## src/cfgmag_pkg.sv

```systemverilog
// constants, field layout and types shared by the host-port design
package cfgmag_pkg;

	localparam int USER_WORDS = 32;
	localparam int WORD_BITS  = 16;

	////////////////////////////////////////////////////////////////////////
	// configuration word offsets
	localparam logic [4:0] W_SPIN    = 5'h00;
	localparam logic [4:0] W_MODE    = 5'h01;
	localparam logic [4:0] W_CONV    = 5'h02;
	localparam logic [4:0] W_SENS    = 5'h03;
	localparam logic [4:0] W_OFS_X   = 5'h04;
	localparam logic [4:0] W_OFS_Y   = 5'h05;
	localparam logic [4:0] W_OFS_Z   = 5'h06;
	localparam logic [4:0] W_WAKE_XY = 5'h07;
	localparam logic [4:0] W_WAKE_Z  = 5'h08;
	localparam logic [4:0] W_WAKE_T  = 5'h09;

	////////////////////////////////////////////////////////////////////////
	// field positions
	localparam int F_SPIN_LO = 0;
	localparam int F_ADDR_LO = 4;
	localparam int F_RATE_LO = 0;
	localparam int F_AXES_LO = 6;
	localparam int F_TEMP_COMPENSATION    = 10;
	localparam int F_TRIG_EN = 11;
	localparam int F_REL     = 12;
	localparam int F_HOST_LO = 13;
	localparam int F_TRIG_DIR = 15;
	localparam int F_OSR_LO  = 0;
	localparam int F_AVG_LO  = 2;
	localparam int F_WIN_LO  = 5;
	localparam int F_TEMPERATURE_OVERSAMPLING_LO = 11;
	localparam int F_SENS_HT_LO = 8;

	////////////////////////////////////////////////////////////////////////
	// values after reset
	localparam logic [15:0] W_SPIN_RST = 16'h003C;
	localparam logic [15:0] W_MODE_RST = 16'h0000;
	localparam logic [15:0] W_CONV_RST = 16'h0000;
	localparam logic [15:0] W_ZERO_RST = 16'h0000;
	localparam logic [5:0]  PIN_IDLE   = 6'h07;

	////////////////////////////////////////////////////////////////////////
	// command codes and host selection
	localparam logic [3:0] OP_NOP  = 4'h0;
	localparam logic [3:0] OP_SB   = 4'h1;
	localparam logic [3:0] OP_SWOC = 4'h2;
	localparam logic [3:0] OP_SM   = 4'h3;
	localparam logic [3:0] OP_RM   = 4'h4;
	localparam logic [3:0] OP_RR   = 4'h5;
	localparam logic [3:0] OP_WR   = 4'h6;
	localparam logic [3:0] OP_EX   = 4'h8;
	localparam logic [3:0] OP_HR   = 4'hD;
	localparam logic [3:0] OP_HS   = 4'hE;
	localparam logic [3:0] OP_RT   = 4'hF;
	localparam logic [1:0] HOST_SPI_ONLY = 2'h2;
	localparam logic [1:0] HOST_I2C_ONLY = 2'h3;

	////////////////////////////////////////////////////////////////////////
	// scales and timing
	localparam logic [6:0] SPIN_BASE_CLOCKS = 7'h08;
	localparam logic [9:0] DECIM_BASE       = 10'h040;
	localparam int CLK_KHZ        = 250000;
	localparam int REPEAT_STEP_MS = 20;
	localparam int REPEAT_STEP_CYC = REPEAT_STEP_MS * CLK_KHZ;
	localparam logic [3:0] BIT_LAST = 4'h7;
	localparam logic [3:0] BIT_ACK  = 4'h8;

	typedef enum logic [1:0] {
		LNK_IDLE,
		LNK_ADDR,
		LNK_WRITE,
		LNK_READ
	} cfgmag_link_t;

endpackage

```

## src/cfgmag_sync.sv

```systemverilog
// three-stage pin synchroniser with agreement filter
`timescale 1ns/100ps
`default_nettype none
module cfgmag_sync #(
	parameter int           W    = 1,
	parameter logic [W-1:0] IDLE = '0
) (
	input  wire logic         clk,
	input  wire logic         sys_rst,
	input  wire logic [W-1:0] async_in,
	output var  logic [W-1:0] level
);
	logic [W-1:0] s1_r;
	logic [W-1:0] s2_r;
	logic [W-1:0] s3_r;

	always_ff @(posedge clk) begin
		if (sys_rst) begin
			s1_r <= IDLE;
			s2_r <= IDLE;
			s3_r <= IDLE;
		end else begin
			s1_r <= async_in;
			s2_r <= s1_r;
			s3_r <= s2_r;
		end
	end

	for (genvar i = 0; i < W; i++) begin : g_bit
		always_ff @(posedge clk) begin
			if (sys_rst)
				level[i] <= IDLE[i];
			else if (s2_r[i] == s3_r[i])
				level[i] <= s3_r[i];
		end
	end
endmodule
`default_nettype wire

```

## src/cfgmag_repeat.sv

```systemverilog
// idle-interval timer between repeated measurements
`timescale 1ns/100ps
`default_nettype none
module cfgmag_repeat #(
	parameter int STEP = 5000000
) (
	input  wire logic       clk,
	input  wire logic       sys_rst,
	input  wire logic       run,
	input  wire logic       done,
	input  wire logic [5:0] interval,
	output var  logic       fire
);
	logic [31:0] step_r;
	logic [5:0]  left_r;
	logic        wait_r;

	always_ff @(posedge clk) begin
		if (sys_rst) begin
			step_r <= 32'h00000000;
			left_r <= 6'h00;
			wait_r <= 1'b0;
			fire   <= 1'b0;
		end else begin
			fire <= 1'b0;
			if (!run) begin
				wait_r <= 1'b0;
			end else if (done) begin
				wait_r <= 1'b1;
				left_r <= interval;
				step_r <= 32'h00000000;
			end else if (wait_r) begin
				if (left_r == 6'h00) begin
					fire   <= 1'b1;
					wait_r <= 1'b0;
				end else if (step_r == 32'(STEP - 1)) begin
					step_r <= 32'h00000000;
					left_r <= left_r - 6'h01;
				end else begin
					step_r <= step_r + 32'h00000001;
				end
			end
		end
	end
endmodule
`default_nettype wire

```

## src/cfgmag_port.sv

```systemverilog
// serial host port, command engine and configuration memory
`timescale 1ns/100ps
`default_nettype none
module cfgmag_port #(
	parameter int REPEAT_STEP = cfgmag_pkg::REPEAT_STEP_CYC
) (
	input  wire logic        clk,
	input  wire logic        sys_rst,
	input  wire logic        sclk_pin,
	input  wire logic        cs_n_pin,
	input  wire logic        sda_in,
	output var  logic        sda_out,
	output var  logic        sda_oe_n,
	output var  logic        miso_out,
	output var  logic        miso_oe_n,
	input  wire logic        addr_select_pin_low,
	input  wire logic        addr_select_pin_high,
	input  wire logic        trig_in,
	output var  logic        trig_out,
	output var  logic        trig_oe_n,
	output var  logic        meas_start,
	output var  logic [3:0]  meas_axes,
	input  wire logic        meas_done,
	input  wire logic [15:0] result_z,
	input  wire logic [15:0] result_y,
	input  wire logic [15:0] result_x,
	input  wire logic [15:0] result_t,
	input  wire logic        temp_above_35c,
	output var  logic        result_ready_flag,
	output var  logic        wake_on_change_mode,
	output var  logic        change_compare_relative,
	output var  logic [6:0]  spin_phase_clocks,
	output var  logic [3:0]  chop_periods,
	output var  logic [9:0]  mag_decimation,
	output var  logic [9:0]  temp_decimation,
	output var  logic [7:0]  average_count,
	output var  logic        cfg_pair_invalid,
	output var  logic [5:0]  axis_output_window,
	output var  logic        temp_comp_enable,
	output var  logic [7:0]  sens_drift_active,
	output var  logic [15:0] offset_x,
	output var  logic [15:0] offset_y,
	output var  logic [15:0] offset_z,
	output var  logic [15:0] wake_xy_threshold,
	output var  logic [15:0] wake_zaxis_threshold,
	output var  logic [15:0] wake_temp_threshold
);
	import cfgmag_pkg::*;

	function automatic logic [15:0] cfg_default(input logic [4:0] a);
		case (a)
			W_SPIN:  return W_SPIN_RST;
			W_MODE:  return W_MODE_RST;
			W_CONV:  return W_CONV_RST;
			default: return W_ZERO_RST;
		endcase
	endfunction

	function automatic logic [2:0] cmd_len(input logic [3:0] op);
		case (op)
			OP_RR:   return 3'h2;
			OP_WR:   return 3'h4;
			default: return 3'h1;
		endcase
	endfunction

	////////////////////////////////////////////////////////////////////////
	// pin sampling
	logic [5:0] pin_s;
	logic [5:0] pin_d_r;

	cfgmag_sync #(.W(6), .IDLE(PIN_IDLE)) u_sync (
		.clk      (clk),
		.sys_rst  (sys_rst),
		.async_in ({addr_select_pin_high, addr_select_pin_low, trig_in,
			sda_in, cs_n_pin, sclk_pin}),
		.level    (pin_s)
	);

	always_ff @(posedge clk) begin
		pin_d_r <= sys_rst ? PIN_IDLE : pin_s;
	end

	wire scl       = pin_s[0];
	wire cs_n      = pin_s[1];
	wire sda       = pin_s[2];
	wire trig      = pin_s[3];
	wire scl_rise  = scl & ~pin_d_r[0];
	wire scl_fall  = ~scl & pin_d_r[0];
	wire trig_rise = trig & ~pin_d_r[3];

	////////////////////////////////////////////////////////////////////////
	// configuration memory and field decode
	logic [15:0] vol_r [USER_WORDS];
	logic [15:0] nv_r  [USER_WORDS];
	logic        do_recall;
	logic        do_store;
	logic        do_write;
	logic [4:0]  wr_addr;
	logic [15:0] wr_data;

	for (genvar i = 0; i < USER_WORDS; i++) begin : g_word
		always_ff @(posedge clk) begin
			if (sys_rst)
				vol_r[i] <= cfg_default(5'(i));
			else if (do_recall)
				vol_r[i] <= nv_r[i];
			else if (do_write && wr_addr == 5'(i))
				vol_r[i] <= wr_data;
		end
		always_ff @(posedge clk) begin
			if (sys_rst)
				nv_r[i] <= cfg_default(5'(i));
			else if (do_store)
				nv_r[i] <= vol_r[i];
		end
	end

	wire [15:0] w_spin = vol_r[W_SPIN];
	wire [15:0] w_mode = vol_r[W_MODE];
	wire [15:0] w_conv = vol_r[W_CONV];
	wire [15:0] w_sens = vol_r[W_SENS];
	wire [3:0]  spin_f = w_spin[F_SPIN_LO+:4];
	wire [4:0]  addr_hi = w_spin[F_ADDR_LO+:5];
	wire [5:0]  rate_f = w_mode[F_RATE_LO+:6];
	wire [3:0]  def_axes = w_mode[F_AXES_LO+:4];
	wire        trig_en = w_mode[F_TRIG_EN];
	wire        trig_dir = w_mode[F_TRIG_DIR];
	wire [1:0]  host_sel = w_mode[F_HOST_LO+:2];
	wire [1:0]  osr_f = w_conv[F_OSR_LO+:2];
	wire [2:0]  avg_f = w_conv[F_AVG_LO+:3];

	assign spin_phase_clocks = SPIN_BASE_CLOCKS << spin_f[3:2];
	assign chop_periods = 4'h1 << spin_f[1:0];
	assign mag_decimation = DECIM_BASE << osr_f;
	assign temp_decimation = DECIM_BASE << w_conv[F_TEMPERATURE_OVERSAMPLING_LO+:2];
	assign average_count = 8'h01 << avg_f;
	assign cfg_pair_invalid = (osr_f == 2'h0 && avg_f < 3'h2) ||
		(osr_f == 2'h1 && avg_f == 3'h0);
	assign axis_output_window = w_conv[F_WIN_LO+:6];
	assign temp_comp_enable = w_mode[F_TEMP_COMPENSATION];
	assign change_compare_relative = w_mode[F_REL];
	assign sens_drift_active = temp_above_35c ?
		w_sens[F_SENS_HT_LO+:8] : w_sens[7:0];
	assign offset_x = temp_comp_enable ? vol_r[W_OFS_X] : 16'h0000;
	assign offset_y = temp_comp_enable ? vol_r[W_OFS_Y] : 16'h0000;
	assign offset_z = temp_comp_enable ? vol_r[W_OFS_Z] : 16'h0000;
	assign wake_xy_threshold = vol_r[W_WAKE_XY];
	assign wake_zaxis_threshold = vol_r[W_WAKE_Z];
	assign wake_temp_threshold = vol_r[W_WAKE_T];

	////////////////////////////////////////////////////////////////////////
	// link decode
	cfgmag_link_t link_r;
	logic [3:0]  bitcnt_r;
	logic [7:0]  rx_r;
	logic [7:0]  cmd_r [4];
	logic [2:0]  cmd_cnt_r;
	logic        cmd_full_r;
	logic        resp_ph_r;
	logic [3:0]  idx_r;
	logic        ack_r;
	logic        send_r;
	logic        exec_r;
	logic        pend_r;
	logic        stale_r;
	logic [7:0]  tx_byte;

	wire i2c_en = host_sel != HOST_SPI_ONLY;
	wire spi_en = host_sel != HOST_I2C_ONLY;
	wire spi_sel = spi_en & ~cs_n;
	wire spi_begin = spi_sel & pin_d_r[1];
	wire i2c_bus = i2c_en & cs_n;
	wire scl_hold = scl & pin_d_r[0];
	wire i2c_start = i2c_bus & scl_hold & ~sda & pin_d_r[2];
	wire i2c_stop = i2c_bus & scl_hold & sda & ~pin_d_r[2];
	wire i2c_on = link_r != LNK_IDLE;
	wire [7:0] rx_nxt = {rx_r[6:0], sda};
	wire byte_end = scl_rise & (bitcnt_r == BIT_LAST) & (spi_sel | i2c_on);
	wire spi_cmd_byte = byte_end & spi_sel & ~resp_ph_r;
	wire i2c_addr_byte = byte_end & ~spi_sel & (link_r == LNK_ADDR);
	wire i2c_cmd_byte = byte_end & ~spi_sel & (link_r == LNK_WRITE);
	wire cmd_byte = spi_cmd_byte | (i2c_cmd_byte & ~cmd_full_r);
	wire [3:0] first_op = (cmd_cnt_r == 3'h0) ? rx_nxt[7:4] : cmd_r[0][7:4];
	wire cmd_last = cmd_byte & ((cmd_cnt_r + 3'h1) == cmd_len(first_op));
	wire addr_match = rx_nxt[7:1] == {addr_hi, pin_s[5], pin_s[4]};
	wire read_end = byte_end & (spi_sel ? resp_ph_r : link_r == LNK_READ);
	wire tx_bit = tx_byte[3'h7 - bitcnt_r[2:0]];

	always_ff @(posedge clk) begin
		if (sys_rst) begin
			link_r <= LNK_IDLE;
			bitcnt_r <= 4'h0;
			rx_r <= 8'h00;
			cmd_r <= '{default: 8'h00};
			cmd_cnt_r <= 3'h0;
			cmd_full_r <= 1'b0;
			resp_ph_r <= 1'b0;
			idx_r <= 4'h0;
			ack_r <= 1'b0;
			send_r <= 1'b0;
			exec_r <= 1'b0;
		end else begin
			exec_r <= cmd_last;
			if (cmd_byte) begin
				cmd_r[cmd_cnt_r[1:0]] <= rx_nxt;
				cmd_cnt_r <= cmd_cnt_r + 3'h1;
				cmd_full_r <= cmd_last;
			end
			if (spi_begin) begin
				bitcnt_r <= 4'h0;
				resp_ph_r <= 1'b0;
				cmd_cnt_r <= 3'h0;
				cmd_full_r <= 1'b0;
				link_r <= LNK_IDLE;
			end else if (i2c_start) begin
				link_r <= LNK_ADDR;
				bitcnt_r <= 4'h0;
				ack_r <= 1'b0;
			end else if (i2c_stop || (!i2c_bus && i2c_on)) begin
				link_r <= LNK_IDLE;
			end else if (scl_rise && (spi_sel || i2c_on)) begin
				rx_r <= rx_nxt;
				bitcnt_r <= ((spi_sel && bitcnt_r == BIT_LAST) ||
					bitcnt_r == BIT_ACK) ? 4'h0 : bitcnt_r + 4'h1;
				if (read_end)
					idx_r <= idx_r + 4'h1;
				if (spi_cmd_byte && cmd_last) begin
					resp_ph_r <= 1'b1;
					idx_r <= 4'h0;
				end
				if (i2c_addr_byte) begin
					if (addr_match) begin
						ack_r <= 1'b1;
						link_r <= rx_nxt[0] ? LNK_READ : LNK_WRITE;
						idx_r <= 4'h0;
						send_r <= 1'b1;
						if (!rx_nxt[0]) begin
							cmd_cnt_r <= 3'h0;
							cmd_full_r <= 1'b0;
						end
					end else begin
						link_r <= LNK_IDLE;
					end
				end
				if (i2c_cmd_byte)
					ack_r <= ~cmd_full_r;
				if (!spi_sel && bitcnt_r == BIT_ACK) begin
					ack_r <= 1'b0;
					if (link_r == LNK_READ && !ack_r)
						send_r <= ~sda;
				end
			end
		end
	end

	always_ff @(posedge clk) begin
		if (sys_rst) begin
			sda_oe_n <= 1'b1;
			miso_out <= 1'b1;
		end else if (spi_sel || i2c_stop || !i2c_on) begin
			sda_oe_n <= 1'b1;
			if (scl_fall)
				miso_out <= tx_bit;
		end else if (scl_fall) begin
			sda_oe_n <= ~((bitcnt_r == BIT_ACK && ack_r) ||
				(link_r == LNK_READ && send_r && !bitcnt_r[3] && !tx_bit));
		end
	end

	assign sda_out = 1'b0;
	assign miso_oe_n = ~(spi_sel & resp_ph_r);

	////////////////////////////////////////////////////////////////////////
	// command execution and measurement control
	logic        burst_r;
	logic        woc_r;
	logic        sm_r;
	logic        err_r;
	logic        rs_r;
	logic        ready_r;
	logic        active_r;
	logic        rm_done_r;
	logic [2:0]  len_r;
	logic [7:0]  data_r [8];
	logic [7:0]  resp_nxt [8];
	logic [2:0]  len_nxt;
	logic        rate_fire;
	logic [15:0] res_w [4];

	wire [3:0] op = cmd_r[0][7:4];
	wire [3:0] zyxt = cmd_r[0][3:0];
	wire op_sb = op == OP_SB;
	wire op_swoc = op == OP_SWOC;
	wire op_sm = op == OP_SM;
	wire op_rm = op == OP_RM;
	wire op_known = op inside {OP_NOP, OP_SB, OP_SWOC, OP_SM, OP_RM,
		OP_RR, OP_WR, OP_EX, OP_HR, OP_HS, OP_RT};
	wire [5:0] rr_addr = cmd_r[1][7:2];
	wire [5:0] wr_addr6 = cmd_r[3][7:2];
	wire [15:0] rr_word = rr_addr[5] ? 16'h0000 : vol_r[rr_addr[4:0]];
	wire exec_err = (op == OP_EX && sm_r) ||
		(op_sb && (woc_r || sm_r)) ||
		(op_swoc && (burst_r || sm_r)) ||
		(op_sm && (burst_r || woc_r || sm_r)) ||
		(op_rm && (!ready_r || rm_done_r)) ||
		(op == OP_WR && wr_addr6[5]) || !op_known;
	wire exec_ok = exec_r & ~exec_err;
	wire trig_go = trig_en & ~trig_dir & trig_rise &
		~(burst_r | woc_r | sm_r);
	wire exec_go = exec_ok & (op_sb | op_swoc | op_sm);
	wire start_req = (exec_go | trig_go | rate_fire) & ~active_r;
	wire [3:0] sel_axes = (zyxt == 4'h0) ? def_axes : zyxt;
	wire [3:0] start_axes = trig_go ? def_axes :
		rate_fire ? meas_axes : op_sm ? zyxt : sel_axes;

	assign do_recall = exec_ok & (op == OP_HR || op == OP_RT);
	assign do_store = exec_ok & (op == OP_HS);
	assign do_write = exec_ok & (op == OP_WR);
	assign wr_addr = wr_addr6[4:0];
	assign wr_data = {cmd_r[1], cmd_r[2]};
	assign res_w[0] = result_z;
	assign res_w[1] = result_y;
	assign res_w[2] = result_x;
	assign res_w[3] = result_t;

	always_comb begin
		resp_nxt = '{default: 8'h00};
		len_nxt = 3'h0;
		if (op == OP_RR) begin
			resp_nxt[0] = rr_word[15:8];
			resp_nxt[1] = rr_word[7:0];
			len_nxt = 3'h1;
		end
		if (op_rm) begin
			for (int k = 0; k < 4; k++) begin
				if (zyxt[3 - k]) begin
					resp_nxt[{len_nxt[1:0], 1'b0}] = res_w[k][15:8];
					resp_nxt[{len_nxt[1:0], 1'b1}] = res_w[k][7:0];
					len_nxt = len_nxt + 3'h1;
				end
			end
		end
	end

	cfgmag_repeat #(.STEP(REPEAT_STEP)) u_rate (
		.clk      (clk),
		.sys_rst  (sys_rst),
		.run      (burst_r | woc_r),
		.done     (meas_done),
		.interval (rate_f),
		.fire     (rate_fire)
	);

	always_ff @(posedge clk) begin
		if (sys_rst) begin
			burst_r <= 1'b0;
			woc_r <= 1'b0;
			sm_r <= 1'b0;
			err_r <= 1'b0;
			rs_r <= 1'b0;
			ready_r <= 1'b0;
			active_r <= 1'b0;
			rm_done_r <= 1'b0;
			len_r <= 3'h0;
			data_r <= '{default: 8'h00};
			meas_start <= 1'b0;
			meas_axes <= 4'h0;
			pend_r <= 1'b0;
			stale_r <= 1'b0;
		end else begin
			meas_start <= start_req;
			if (exec_r) begin
				err_r <= exec_err;
				rs_r <= exec_ok & (op == OP_RT);
				data_r <= resp_nxt;
				len_r <= exec_err ? 3'h0 : len_nxt;
				pend_r <= 1'b1;
				stale_r <= 1'b0;
			end else if (i2c_addr_byte && addr_match) begin
				pend_r <= 1'b0;
				stale_r <= rx_nxt[0] & ~pend_r;
			end
			if (exec_ok) begin
				case (op)
					OP_EX: begin
						burst_r <= 1'b0;
						woc_r <= 1'b0;
					end
					OP_SB:   burst_r <= 1'b1;
					OP_SWOC: woc_r <= 1'b1;
					OP_SM:   sm_r <= 1'b1;
					OP_RM:   rm_done_r <= 1'b1;
					OP_RT: begin
						burst_r <= 1'b0;
						woc_r <= 1'b0;
						sm_r <= 1'b0;
					end
					default: ;
				endcase
			end
			if (trig_go)
				sm_r <= 1'b1;
			if (start_req) begin
				meas_axes <= start_axes;
				active_r <= 1'b1;
				ready_r <= 1'b0;
			end
			if (meas_done) begin
				ready_r <= 1'b1;
				active_r <= 1'b0;
				rm_done_r <= exec_ok & op_rm;
				sm_r <= trig_go | (exec_ok & op_sm);
			end
		end
	end

	wire [2:0] eff_len = stale_r ? 3'h0 : len_r;
	wire [3:0] data_idx = idx_r - 4'h1;
	wire [7:0] status = {burst_r, woc_r, sm_r, err_r | stale_r, 1'b0,
		rs_r, eff_len[1:0]};

	assign tx_byte = (idx_r == 4'h0) ? status :
		(data_idx < {eff_len, 1'b0}) ? data_r[data_idx[2:0]] : 8'h00;
	assign result_ready_flag = ready_r;
	assign wake_on_change_mode = woc_r;
	assign trig_out = ready_r;
	assign trig_oe_n = ~trig_dir;
endmodule
`default_nettype wire

```

## config.mk

```make
export PLATFORM = sky130hd
export DESIGN_NAME = cfgmag_port
export DESIGN_NICKNAME = d
export VERILOG_FILES = /design/src/cfgmag_pkg.sv /design/src/cfgmag_sync.sv /design/src/cfgmag_repeat.sv /design/src/cfgmag_port.sv
export SDC_FILE = /design/constraint.sdc
export NUM_CORES = 2
export LEC_CHECK = 0
export ABC_AREA = 1
export BUFFER_PORTS_ARGS = -buffer_cell sky130_fd_sc_hd__buf_2
export CAP_MARGIN = 0
export CORE_MARGIN = 2
export CORE_UTILIZATION = 30
export CTS_CLUSTER_DIAMETER = 50
export DETAILED_ROUTE_END_ITERATION = 8
export GPL_TIMING_DRIVEN = 1
export SYNTH_ARGS = -nofsm -noshare
export SYNTH_HDL_FRONTEND = slang
export SYNTH_HIERARCHICAL = 1
export SYNTH_SLANG_ARGS = --single-unit
export TNS_END_PERCENT = 50
```

## constraint.sdc

```tcl
create_clock -name clk -period 16.8 [get_ports clk]
set_input_delay 3.36 -clock clk [delete_from_list [all_inputs] [get_ports clk]]
set_output_delay 3.36 -clock clk [all_outputs]
set_load 0.05 [all_outputs]
```

==> summary.md <==
| Metric | Value |
|---|---|
| Filler Cells Inserted | `19.7k` |
| Port Buffers | `about 220` |
| Final setup violation count | `0` |
| Post-synth EDFFs | `about 1k` |
| Post-layout min period | `7.39 ns` |
| Post-Syn Area per Cell | `9.17 sq um` |
| Multi-input logic area | `approximately 0.018 sq mm` |
| Max Cap Viol | `0` |
| Post_cts resized | `0` |
| I/O Pins | `around 240` |
| DR pass1 iterations | `6` |
| Row Count | `~160` |
| Cts hold-fix bufs | `0` |
| GRT Util Overall | `0.188` |
| Clk root buf | `clkbuf_16` |
| Worst VDD drop | `about 0.11 mV` |
| Worst EP arrival | `around 4.0 ns` |
| Final wirelength | `approximately 190000 um` |
| Worst setup EP type | `output port` |
| Grt total ovfl | `0` |
| Final HPWL from detailed placement | `122000 um` |
| Hold slack | `approximately 0.42 ns` |
| Endpoints failing hold | `0` |
| Die height | `approximately 440 um` |
| Post-route cell area | `roughly 0.065 sq mm` |
| DR vias | `between 40k and 50k` |
| Seq cells post-synth | `approximately 1.2k` |
| Largest net degree at the start of global routing | `195` |
| Crit share post-route | `0.440` |
| Int Pwr | `about 5.2 mW` |
| Clock Tree Buf Depth | `3` |
| Asr flop ratio synth | `0` |
| Final max-slew violation count | `0` |
| Htree depth | `4` |
| Vias per inst | `5.14` |
| Share of cells above drive strength 1 | `0.0865` |
| Worst-Skew Late Latency | `between 0.7 and 0.8 ns` |
| Core area | `around 0.19 sq mm` |
| Post-Syn Instances | `6343` |
| Leak | `24.4 nW` |
| Post-CTS Setup Bufs | `0` |
| Status | `complete, no violations` |
| # nets final | `~6.5k` |
| Register area share after synthesis | `0.602` |
| Post-synth cell types | `55` |
| Initial antenna violation count | `6` |
| Initial Util | `0.302` |
| Worst rel slew slack | `0.0293` |
| CTS buffer count | `about 140` |
| Routability cong. | `about 0.93` |
| HP Class | `reg2reg` |
| Die ar. | `0.197 sq mm` |
| Crit start category | `input pin` |
| Post-synth top flop | `edfxtp_1` |
| Worst-margin pin slew | `roughly 1.5 ns` |
| First-pass GRT wire length | `283000 um` |
| Setup_tns | `0 ns` |
| Total Power | `approximately 6.8 mW` |
| Reg area | `0.0350 sq mm` |
| Fin util | `0.339` |
| Pwr dens | `between 100 and 150 mW/mm^2` |
| Cell area after synthesis | `between 0.05 and 0.06 sq mm` |
| CTS tree | `built` |
| Worst-path clk slew | `~0.060 ns` |
| Sw Share | `0.233` |
| Sequential Power Share | `0.516` |
| Yosys warning count | `6` |
| CP required | `13.44 ns` |
| DRC | `0` |
| Logic pwr share | `0.040` |
| CTS sink cnt | `around 1.2k` |
| Unrepaired setup endpoints after global routing | `false` |
| Number of global-route vias before repair | `between 40k and 50k` |
| Setup Crit Path Kind | `in2out` |
| Clk_skew | `about 0.039 ns` |
| Clock share of power | `0.444` |
| Per-cell routed wire length | `roughly 21 um` |
| Area post-placement | `about 0.06 sq mm` |
| Post-route ant nets | `0` |
| Layout Area Growth over Synthesis | `12.4%` |
| Fmax | `0.135 GHz` |
| Sw power | `~1.6 mW` |
| Iteration-0 DRC Markers | `about 5.7k` |
| CP max FO | `16` |
| Die Wd | `roughly 440 um` |
[worst paths after layout]
check	startpoint	end	slack, ns	depth (start not counted)
hold reg to reg	u_sync/s1_r[5]$_SDFF_PP0_	u_sync/s2_r[5]$_SDFF_PP0_	0.42	2
setup / recovery	temp_above_35c	sens_drift_active[7]	9.41	3
setup reg to reg	cmd_r[30]$_SDFFE_PP0P_	data_r[49]$_SDFFE_PP0P_	10.28	19
hold / removal	u_sync/s1_r[5]$_SDFF_PP0_	u_sync/s2_r[5]$_SDFF_PP0_	0.42	2
[power groups by stage]
stage	registers, mW	clock network, mW	logic [mW]
global route	3.51	3.15	0.293
global placement	3.56	0	0.272
detailed placement	3.56	0	0.272
floorplan	3.59	0	0.156
finish	3.50	3.01	0.274
CTS	3.50	3.04	0.273
[cell usage in the layout (no fill, tap or decap), types with 33 or more instances in the layout]
| cell | count |
|---|---|
| o21ai_1 | 232 |
| a21oi_1 | 268 |
| nand2_1 | 1186 |
| nand3_1 | 256 |
| buf_4 | 73 |
| dfxtp_1 | 209 |
| o21ai_0 | 696 |
| clkbuf_16 | 139 |
| nor2_1 | 834 |
| clkinv_1 | 33 |
| inv_1 | 776 |
| buf_2 | 222 |
| o211ai_1 | 123 |
| edfxtp_1 | 1024 |
[worst max-delay path: stages]
cell,delay (ns)
buf_2,0.17
o21ai_0,0.20
buf_2,0.30
[metal layers]
metal | vias to the layer above | GRT usage | wire length [um]
li1 | 21200 | - | -
met5 | - | 0 | 0
met3 | 342 | 0.0343 | 16300
met4 | 0 | 0.0947 | 10000
met2 | 2178 | 0.294 | 87000
met1 | 22500 | 0.251 | 78400
[cell type report]
class	count	share of cell area
clock buffers	174	0.0560
well taps	2526	0.0484
flip-flops and latches	1236	0.536
inverters	811	0.0469
diodes	3	0.000115
clock inverters	68	0.0110
multi-input cells	3878	0.276
repair buffers	296	0.0257
[metrics by stage]
step / instances / worst slack (ns)
global placement: 8747 / 8.81
global route: 8989 / 9.31
finish: 8992 / 9.41
CTS: 8989 / 9.40
floorplan: 6358 / 0.392
detailed placement: 8747 / 8.77
[cells by family after synthesis]
logic type | count (synthesis) | share of synthesized area
other | 1 | 0.0000645
adder cells (fa/ha/maj) | 24 | 0.00516
AO/OA/AOI/OAI | 1440 | 0.135
flip-flops | 1236 | 0.602
buffers and inverters | 1244 | 0.0890
XOR/XNOR | 30 | 0.00452
AND/OR/NAND/NOR | 2368 | 0.164
[cells in the mapped netlist, types with 3 or more instances]
| cell type | n | area (sq um) |
|---|---|---|
| xnor2_1 | 7 | 61.3 |
| nor3_1 | 22 | 110 |
| o21ai_0 | 697 | 3490 |
| xor2_1 | 23 | 201 |
| inv_2 | 10 | 37.5 |
| buf_6 | 32 | 360 |
| nand2_4 | 4 | 45.0 |
| o21ai_1 | 231 | 1160 |
| inv_4 | 3 | 18.8 |
| a211o_1 | 3 | 26.3 |
| o211ai_1 | 123 | 923 |
| buf_4 | 26 | 195 |
| or2_2 | 4 | 25.0 |
| a221oi_1 | 30 | 263 |
| edfxtp_1 | 1024 | 30700 |
| nor2_4 | 3 | 33.8 |
| nor2_1 | 835 | 3130 |
| clkbuf_1 | 239 | 897 |
| nand3_1 | 257 | 1290 |
| nand4_1 | 22 | 138 |
| inv_1 | 792 | 2970 |
| a31oi_1 | 20 | 125 |
| nand2_2 | 3 | 18.8 |
| clkinv_1 | 6 | 22.5 |
| or2_1 | 6 | 37.5 |
| o221ai_1 | 25 | 219 |
| o221a_2 | 4 | 45.0 |
| o22ai_1 | 24 | 150 |
| dfxtp_1 | 212 | 4240 |
| a21oi_1 | 268 | 1340 |
| buf_2 | 117 | 586 |
| nand3_2 | 17 | 170 |
| a22oi_1 | 4 | 30.0 |
| ha_1 | 24 | 300 |
| buf_1 | 17 | 63.8 |
| nand2_1 | 1187 | 4460 |
[registers in the layout, indices dropped and copies added (netlist names), 2 cells and up, named ones only]
register / count
cmd_cnt_r: 3
nv_r: 512
bitcnt_r: 4
pin_d_r: 4
rx_r: 7
vol_r: 512
data_r: 64
u_rate/left_r: 6
cmd_r: 30
u_sync/s1_r: 6
u_sync/s3_r: 6
link_r: 2
meas_axes: 4
idx_r: 4
u_rate/step_r: 32
u_sync/level: 6
len_r: 3
u_sync/s2_r: 6
Note: power is estimated with default switching activity, not from simulation.
